### src/core/udc_consts.svh
`ifndef UDC_CONSTS_SVH
`define UDC_CONSTS_SVH

// ----------------------------------------
// Count range
// ----------------------------------------
`define UDC_ZERO      4'h0
`define UDC_ONE       4'h1
`define UDC_MAX_DEC   4'h9
`define UDC_MAX_BIN   4'hf

// ----------------------------------------
// Pin idle levels after reset
// ----------------------------------------
`define UDC_IDLE_UP    1'b1
`define UDC_IDLE_DOWN  1'b1
`define UDC_IDLE_LOAD  1'b1
`define UDC_IDLE_CLEAR 1'b0
`define UDC_IDLE_DATA  1'b0

// ----------------------------------------
// Synchroniser layout
// ----------------------------------------
`define UDC_NUM_PINS   8
`define UDC_PIN_UP     4
`define UDC_PIN_DOWN   5
`define UDC_PIN_LOAD   6
`define UDC_PIN_CLEAR  7

`endif

### src/core/udc_pkg.sv
package udc_pkg;
	typedef logic [3:0] udc_count_t;
endpackage

### src/core/udc_sync.sv
`timescale 1ns/100ps
module udc_sync
	import udc_pkg::*;
#(
	parameter bit RST_VAL = 1'b0
) (
	input  wire logic clk,
	input  wire logic reset,
	input  wire logic pin,
	output logic      level
);
	logic s1_r, s2_r, s3_r, level_r;
	logic level_nxt;

	// Level moves only when the second and third stages agree
	always_comb begin
		level_nxt = level_r;
		if (s2_r == s3_r) begin
			level_nxt = s3_r;
		end
	end

	always_ff @(posedge clk or posedge reset) begin
		if (reset) begin
			s1_r    <= RST_VAL;
			s2_r    <= RST_VAL;
			s3_r    <= RST_VAL;
			level_r <= RST_VAL;
		end else begin
			s1_r    <= pin;
			s2_r    <= s1_r;
			s3_r    <= s2_r;
			level_r <= level_nxt;
		end
	end

	assign level = level_r;
endmodule

### src/core/udc_counter.sv
`timescale 1ns/100ps
`include "udc_consts.svh"

// What this block does
// All count bits update on one count edge
// Up edge increments, down edge decrements
// Load low makes outputs follow data
// Clear high forces zero, overrides everything
// Borrow low at zero while down low
// Carry low at maximum while up low
// Carry/borrow drive next stage's up/down
// Decade wraps nine-zero, both directions
// Binary wraps fifteen-zero, both directions
// Decade counts down zero, nine, eight, seven
// Driver holds opposite count input high
// Decade or binary sequence, four bits
// Synchronous update, no ripple between bits
// Parameter selects decade or binary variant
module udc_counter
	import udc_pkg::*;
#(
	parameter bit DECADE = 1'b1
) (
	input  wire logic       clk,
	input  wire logic       reset,
	input  wire logic       count_up,
	input  wire logic       count_down,
	input  wire logic       load_n,
	input  wire logic       clear,
	input  wire logic [3:0] data,
	output logic      [3:0] q,
	output logic            carry_out_n,
	output logic            borrow_out_n
);
	// ----------------------------------------
	// Pin synchronisers
	// ----------------------------------------
	localparam udc_count_t TERM = DECADE ? `UDC_MAX_DEC : `UDC_MAX_BIN;
	localparam logic [`UDC_NUM_PINS-1:0] IDLE = {`UDC_IDLE_CLEAR, `UDC_IDLE_LOAD,
		`UDC_IDLE_DOWN, `UDC_IDLE_UP, {4{`UDC_IDLE_DATA}}};

	logic [`UDC_NUM_PINS-1:0] raw, filt;
	assign raw = {clear, load_n, count_down, count_up, data};

	genvar gi;
	generate
		for (gi = 0; gi < `UDC_NUM_PINS; gi++) begin : g_sync
			udc_sync #(.RST_VAL(IDLE[gi])) u_sync (
				.clk   (clk),
				.reset (reset),
				.pin   (raw[gi]),
				.level (filt[gi])
			);
		end
	endgenerate

	logic       up_f, down_f, load_f, clear_f;
	udc_count_t data_f;
	assign up_f    = filt[`UDC_PIN_UP];
	assign down_f  = filt[`UDC_PIN_DOWN];
	assign load_f  = filt[`UDC_PIN_LOAD];
	assign clear_f = filt[`UDC_PIN_CLEAR];
	assign data_f  = filt[3:0];

	// ----------------------------------------
	// Shared decodes
	// ----------------------------------------
	function automatic logic at_top(input udc_count_t v);
		return v == TERM;
	endfunction

	function automatic logic at_zero(input udc_count_t v);
		return v == `UDC_ZERO;
	endfunction

	// ----------------------------------------
	// Edge detectors
	// ----------------------------------------
	// Reset to the idle high level, so release shows no false edge
	logic up_q_r, up_q_nxt, down_q_r, down_q_nxt;
	logic up_rise, down_rise;

	always_comb begin
		up_q_nxt   = up_f;
		down_q_nxt = down_f;
	end

	always_ff @(posedge clk or posedge reset) begin
		if (reset) begin
			up_q_r   <= `UDC_IDLE_UP;
			down_q_r <= `UDC_IDLE_DOWN;
		end else begin
			up_q_r   <= up_q_nxt;
			down_q_r <= down_q_nxt;
		end
	end

	assign up_rise   = up_f & ~up_q_r;
	assign down_rise = down_f & ~down_q_r;

	// ----------------------------------------
	// Count state
	// ----------------------------------------
	// Load and clear ride the synchronisers as well, so they act
	// five cycles late rather than at once; one clock, no races
	udc_count_t q_r, q_nxt;

	always_comb begin
		q_nxt = q_r;
		if (clear_f) begin
			q_nxt = `UDC_ZERO;
		end else if (!load_f) begin
			q_nxt = data_f;
		end else if (up_rise && down_f && !down_rise) begin
			// Out-of-range decade loads also step to zero past the top
			q_nxt = (q_r >= TERM) ? `UDC_ZERO : q_r + `UDC_ONE;
		end else if (down_rise && up_f && !up_rise) begin
			// Both edges at once is illegal; held instead of guessing
			q_nxt = at_zero(q_r) ? TERM : q_r - `UDC_ONE;
		end
	end

	always_ff @(posedge clk or posedge reset) begin
		if (reset) begin
			q_r <= `UDC_ZERO;
		end else begin
			q_r <= q_nxt;
		end
	end

	// ----------------------------------------
	// Cascade flags
	// ----------------------------------------
	// Judged on the next count so the flags move with q, not after it
	logic carry_r, carry_nxt, borrow_r, borrow_nxt;

	always_comb begin
		carry_nxt  = ~(at_top(q_nxt) && !up_f);
		borrow_nxt = ~(at_zero(q_nxt) && !down_f);
	end

	always_ff @(posedge clk or posedge reset) begin
		if (reset) begin
			carry_r  <= 1'b1;
			borrow_r <= 1'b1;
		end else begin
			carry_r  <= carry_nxt;
			borrow_r <= borrow_nxt;
		end
	end

	assign q            = q_r;
	assign carry_out_n  = carry_r;
	assign borrow_out_n = borrow_r;

	// ----------------------------------------
	// Checks
	// ----------------------------------------
	chk_clear_forces_zero: assert property (@(posedge clk) disable iff (reset)
		clear_f |=> (q_r == `UDC_ZERO))
		else $error("clear did not force zero");

	chk_clear_over_load: assert property (@(posedge clk) disable iff (reset)
		(clear_f && !load_f) |=> at_zero(q_r))
		else $error("load won over clear");

	chk_load_follows_data: assert property (@(posedge clk) disable iff (reset)
		(!clear_f && !load_f) |=> (q_r == $past(data_f)))
		else $error("load did not copy data");

	chk_up_increment: assert property (@(posedge clk) disable iff (reset)
		(!clear_f && load_f && up_rise && down_f && !down_rise && q_r < TERM)
		|=> (q_r == $past(q_r) + `UDC_ONE))
		else $error("count up did not increment");

	chk_up_wrap_zero: assert property (@(posedge clk) disable iff (reset)
		(!clear_f && load_f && up_rise && down_f && !down_rise && at_top(q_r))
		|=> (q_r == `UDC_ZERO))
		else $error("count up did not wrap to zero");

	// Decade loads above nine step to zero, never on to ten
	chk_over_top_zero: assert property (@(posedge clk) disable iff (reset)
		(!clear_f && load_f && up_rise && down_f && !down_rise && q_r > TERM)
		|=> at_zero(q_r))
		else $error("out of range count did not go to zero");

	chk_down_decrement: assert property (@(posedge clk) disable iff (reset)
		(!clear_f && load_f && down_rise && up_f && !up_rise && !at_zero(q_r))
		|=> (q_r == $past(q_r) - `UDC_ONE))
		else $error("count down did not decrement");

	chk_down_wrap_term: assert property (@(posedge clk) disable iff (reset)
		(!clear_f && load_f && down_rise && up_f && !up_rise && q_r == `UDC_ZERO)
		|=> (q_r == TERM))
		else $error("count down did not wrap to terminal");

	chk_idle_holds: assert property (@(posedge clk) disable iff (reset)
		(!clear_f && load_f && !up_rise && !down_rise) |=> $stable(q_r))
		else $error("count moved without an edge");

	chk_borrow_level: assert property (@(posedge clk) disable iff (reset)
		1'b1 |=> (borrow_r == !(q_r == `UDC_ZERO && !$past(down_f))))
		else $error("borrow out wrong");

	chk_carry_level: assert property (@(posedge clk) disable iff (reset)
		1'b1 |=> (carry_r == !(q_r == TERM && !$past(up_f))))
		else $error("carry out wrong");

	chk_borrow_idle_high: assert property (@(posedge clk) disable iff (reset)
		down_f |=> borrow_r)
		else $error("borrow low while count down high");

	chk_carry_idle_high: assert property (@(posedge clk) disable iff (reset)
		up_f |=> carry_r)
		else $error("carry low while count up high");

	// The counting antecedents above exclude a second edge, so the hold is judged here

	chk_both_edges_hold: assert property (@(posedge clk) disable iff (reset)
		(!clear_f && load_f && up_rise && down_rise) |=> $stable(q_r))
		else $error("simultaneous edges changed count");
endmodule

### config.mk
export PLATFORM = sky130hd
export DESIGN_NAME = udc_counter
export DESIGN_NICKNAME = d
export VERILOG_FILES = /design/src/core/udc_pkg.sv /design/src/core/udc_sync.sv /design/src/core/udc_counter.sv
export VERILOG_INCLUDE_DIRS = /design/src /design/src/core
export SDC_FILE = /design/constraint.sdc
export NUM_CORES = 1
export LEC_CHECK = 0
export ABC_CLOCK_PERIOD_IN_PS = 2200
export BUFFER_PORTS_ARGS = -buffer_cell sky130_fd_sc_hd__buf_2
export CORE_MARGIN = 2
export CORE_UTILIZATION = 35
export DETAILED_ROUTE_END_ITERATION = 16
export PLACE_DENSITY = 0.56
export SYNTH_ARGS = -nofsm -noshare
export SYNTH_HDL_FRONTEND = slang
export SYNTH_SLANG_ARGS = --single-unit
### constraint.sdc
create_clock -name clk -period 2.2 [get_ports clk]
set_input_delay 0.11 -clock clk [delete_from_list [all_inputs] [get_ports clk]]
set_output_delay 0.11 -clock clk [all_outputs]
set_load 0.1 [all_outputs]
### Word-level counts from Yosys, hierarchy flattened

Index checks and enable logic that the tools add are counted.

* output and inout bits: 6
* register bits after elaboration: 40
* word-level logic and storage cells: 73
* input bits: 10

* order comparisons: 1
* eq/ne operators: 9
* reductions and logical operators: 12
* bitwise logic cells: 6
* mux-type cells: 6
* add/sub/neg operators: 2

Operators by type and width (count)
* $mux W4: 6
* $eq A1 B1 Y1: 8
* $logic_not A4 Y1: 2
* $logic_and A1 B1 Y1: 6
* $add A4 B1 Y4 const B: 1
* $eq A4 B4 Y1 const B: 1
* $ge A4 B4 Y1 const B: 1
* $logic_not A1 Y1: 4
* $not A1 Y1: 4
* $sub A4 B1 Y4 const B: 1
* $and A1 B1 Y1: 2

### Depth between registers and ports, before layout

* depth in word-level cells: 11
* gate-level depth with buffers: 7
* mapped depth without buffers: 7

### By module

Synthesis repeated with hierarchy kept, for this count alone.

* cell total of the unflattened synthesis: 111
* area, all modules: 1557.7 µm²

By module, submodules not included
* udc_counter: cells an instance 63, times used 1, seq. area each 205.2 µm², area an instance 621.8 µm²
* udc_sync (g_sync[0].u_sync ...): cells an instance 6, times used 5, seq. area each 100.1 µm², area an instance 115.1 µm²
* udc_sync (g_sync[4].u_sync ...): cells an instance 6, times used 3, seq. area each 105.1 µm², area an instance 120.1 µm²

### Worst setup path before layout

Ideal clock, no wire load.

* kind: register to register
* start point: reg q_r[0] (netlist: q[0])
* end point: reg borrow_r (netlist: borrow_out_n)
* stages on the path, launching flop included: 8
* period minus slack after synthesis: 2.646 ns
* required time: 2.106 ns
* data arrival time: 2.552 ns
* library setup time: 0.094 ns
* path slack: -0.446 ns
* cells stage by stage: dfrtp_1 > inv_1 > ha_1 > nor3b_1 > a21oi_1 > o21ai_0 > o221a_4 > or4b_1

* word-level cells in the longest chain between the ends: 9
* elaborated cells on any way between the ends: 13
* classes of those cells: add/sub: 2; order compare: 1; mux: 6; bitwise: 1; reduce/logical: 3

RTL lines
* from (decl): RTL line udc_counter.sv:106 `udc_count_t q_r, q_nxt;`
* from (signal assigned): RTL line udc_counter.sv:125 `` q_r <= `UDC_ZERO; ``
* from (signal assigned): RTL line udc_counter.sv:127 `q_r <= q_nxt;`
* $sub A4 B1 Y4 (no line) or $logic_not A4 Y1 (tied branches)
* $mux W4 (no line)
* $mux W4: RTL line udc_counter.sv:117 `end else if (down_rise && up_f && !up_rise) begin`
* $mux W4 (*): RTL line udc_counter.sv:114 `end else if (up_rise && down_f && !down_rise) begin`
* $mux W4 (*): RTL line udc_counter.sv:112 `end else if (!load_f) begin`
* $mux W4 (*): RTL line udc_counter.sv:110 `if (clear_f) begin`
* named net q_nxt[3]: RTL line udc_counter.sv:106
* $logic_not A4 Y1 (no line) (*)
* $logic_and A1 B1 Y1 (*): RTL line udc_counter.sv:139 `borrow_nxt = ~(at_zero(q_nxt) && !down_f);`
* $not A1 Y1 (*): RTL line udc_counter.sv:139
* named net borrow_nxt: RTL line udc_counter.sv:135 `logic carry_r, carry_nxt, borrow_r, borrow_nxt;`
* to (signal assigned): RTL line udc_counter.sv:148 `borrow_r <= borrow_nxt;`
* to (decl): RTL line udc_counter.sv:135

The timed path passes the listed nets; every way through them passes the cells marked *.
A chain may end at the register's enable or synchronous reset.

### Worst setup path in the final report

* start point: reg q_r[1] (netlist: q[1])
* end point: reg borrow_r (netlist: borrow_out_n)

The elaborated chain is that of the path after synthesis.

==> reports/qor.yml <==
pwr:
  peakVddDrop_mv: 0.454
  p_leak_nw: 0.753
  fin_total_pwr_w: 0.00165
  power_density_nw_per_um2: 910
synthesis:
  synth_top_area_cell: "dfrtp_1"
  seq_area_frac_synth: 0.700
  synth_area_um2: 1460
  synthTopCellsByArea: "dfrtp_1, dfstp_2, maj3_1"
  synth_async_sr_flop_share: 1.00
  synth_edf_count: 0
  synth-main-ff-cell: "dfrtp_1"
  synth_top_area_frac: 0.412
  synth-seq-cells: 40
  ys_top_cells_by_count: "dfrtp_1, dfstp_2, maj3_1"
  netlist_instances: 95
  synth_nets: 109
  synth.most_common_cell: "dfrtp_1"
  synth_cell_types: 26
  synth_area_per_cell_um2: 15.4
  yosys_warnings: 0
clock_tree:
  cts_root_buf: "clkbuf_8"
  cts_tree: "done"
  clock-sinks: 40
  cts_made_buffers: 5
  clk_pin_slew_ps: 70
  post_cts_buffers: 0
  clk_latency_ps: 280
  h-tree-depth: 2
  clockBufferDepth: 2
run:
  max-cap-violations: 0
drt:
  vias_per_cell: 4.81
  drc: 0
  drtIter0Drc: 58
  drtAntennaViolNets: 0
  drt_first_pass_iters: 4
  wirelength_mm: 2.34
  num_vias: 852
  wire_per_inst_um: 13.2
global_route:
  overflow: 0
  grt_max_degree: 23
  grt_use_total: 0.125
  grt_pass1_vias: 880
  grt_pass1_wl_mm: 4.09
  antenna_found_initial: 0
sta:
  max_freq_mhz: 486
  finalSetupViolations: 0
  drv_slew: 0
  layout_min_cycle_time_ps: 2060
  fin_skew_ps: 4.63
  fin_ws_ps: 142
  worstMarginPinSlew_ps: 486
  period_share: 0.936
  slew_headroom: 0.678
  rsz0062_at_grt: "false"
  hold_violations: 0
  finalSetupTns_ps: 0
finish:
  layout-drive-gt1-share: 0.402
  syn2layout_area_growth_pct: 24.4
  fillers: 368
  diodes: 0
  layout.nets: 140
critical_path:
  critPathArrivalTime_ps: 2260
  crit_path_max_fanout: 7
  slowest_delay_ps: 520
  startpoint_type: "flop"
  path_buf_inv: 1
  setup.worst_path.class: "reg2reg"
  cp_top_family: "simple AND/OR/NAND/NOR gates"
  crit_chain: "inv_1 > ha_1 > nand2b_1 > o221ai_2 > a41oi_1 > nor2_2 > or4b_1"
  cp_slowest_cell: "dfrtp_4"
  cp-end-kind: "flop"
  crit_required_ps: 2400
floorplanning:
  core_area_um2: 4000
  die-height_um: 68.6
  die_area_um2: 4700
  die_w_um: 68.6
  rows: 23
  ioPinCount: 16
  start_util: 0.365
placement:
  dp_hpwl_mm: 1.62
  place_congestion: 0.879
  dp_slack_ps: 153
  port_buffers: 15
min_path:
  hold_path.class: "in2async"
status:
  status: "finished, final reports clean"
-- through the flow --
stage	hold slack, ps	utilization	cell area (µm²)	std cells
3_5_place_dp	89.1	0.403	1610	160
6_report	325	0.454	1820	177
2_1_floorplan	114	-	1470	95
5_1_grt	350	0.454	1820	177
3_3_place_gp	81.2	0.403	1610	160
4_1_cts	322	0.450	1800	177
-- report_power, final --
| part | internal (W) | switching [W] |
|---|---|---|
| Combinational | 0.0000862 | 0.000192 |
| Sequential | 0.000812 | 0.0000557 |
| Clock | 0.000286 | 0.000221 |
| Total | 0.00118 | 0.000468 |
-- path summary, 6_finish.rpt --
| check | slack, ps | to | startpoint | depth (start not counted) |
|---|---|---|---|---|
| max in group asynchronous | 1220 | g_sync[4].u_sync.s3_r | reset | 4 |
| worst max register to register | 140 | borrow_out_n | q[1] | 7 |
| min in group clk | 350 | g_sync[2].u_sync.s2_r | g_sync[2].u_sync.s1_r | 0 |
| worst min-delay path | 330 | g_sync[2].u_sync.s2_r | reset | 3 |
| worst min register to register | 350 | g_sync[2].u_sync.s2_r | g_sync[2].u_sync.s1_r | 0 |
| worst max-delay path | 140 | borrow_out_n | q[1] | 7 |
-- state kept, by name, indices dropped and copies added, names as in the netlist --
register             count
borrow_out_n             1
carry_out_n              1
down_q_r                 1
g_sync.u_sync.level      8
g_sync.u_sync.s1_r       8
g_sync.u_sync.s2_r       8
g_sync.u_sync.s3_r       8
q                        4
up_q_r                   1
-- layout by cell type (no fill, tap or decap) --
master and count:
nor3b_2 1, and4b_2 2, dlygate4sd3_1 9, o21ai_0 3, o221a_4 1, nand3_1 1
dfrtp_4 2, xor2_1 1, a21oi_1 3, maj3_1 8, inv_1 6, clkbuf_8 7
nor2_1 2, a41oi_1 2, dfrtp_1 20, o41ai_2 1, or4b_1 1, buf_4 2
dfrtp_2 2, nor3_1 1, ha_1 4, o221ai_2 1, dfstp_2 16, nand4b_1 4
o211ai_1 4, o21bai_1 1, and4b_1 1, clkbuf_1 1, nor2_2 1, buf_2 15
o32ai_1 1, o311ai_0 1, nand2b_1 2
-- worst register-to-register path, stage by stage (launching register included) --
cell	delay, ps
dfrtp_4	520
inv_1	130
ha_1	230
nand2b_1	130
o221ai_2	170
a41oi_1	170
nor2_2	180
or4b_1	450
-- layout make-up --
| type | instances | area [µm²] | area share |
|---|---|---|---|
| repair buffers | 26 | 180 | 0.0992 |
| inverters | 6 | 22.5 | 0.0124 |
| flip-flops and latches | 40 | 1030 | 0.568 |
| well taps | 50 | 62.6 | 0.0345 |
| multi-input cells | 47 | 419 | 0.231 |
| clock buffers | 8 | 100 | 0.0551 |
-- logic make-up after synthesis --
family                   after synthesis  synth area share
XOR/XNOR                               1           0.00600
adder cells (fa/ha/maj)               12            0.0892
AND/OR/NAND/NOR                       16            0.0815
flip-flops                            40             0.700
buffers and inverters                  8            0.0223
AO/OA/AOI/OAI                         18             0.101
-- metal layers --
layer	global-route usage	share of wire	up-vias
met4	0.103	0.022	0
met5	0	0	-
met1	0.158	0.47	422
met2	0.175	0.47	15
met3	0.0357	0.035	7
li1	-	-	408
-- what timing repair did --
| action | 4_1_cts | 5_1_grt |
|---|---|---|
| setup endpoints to repair | 0 | 2 |
| hold buffers | 9 | 0 |
| gates resized for setup | 0 | 3 |
| hold endpoints to repair | 14 | 0 |
No activity file was read; power rests on OpenSTA's default activity.
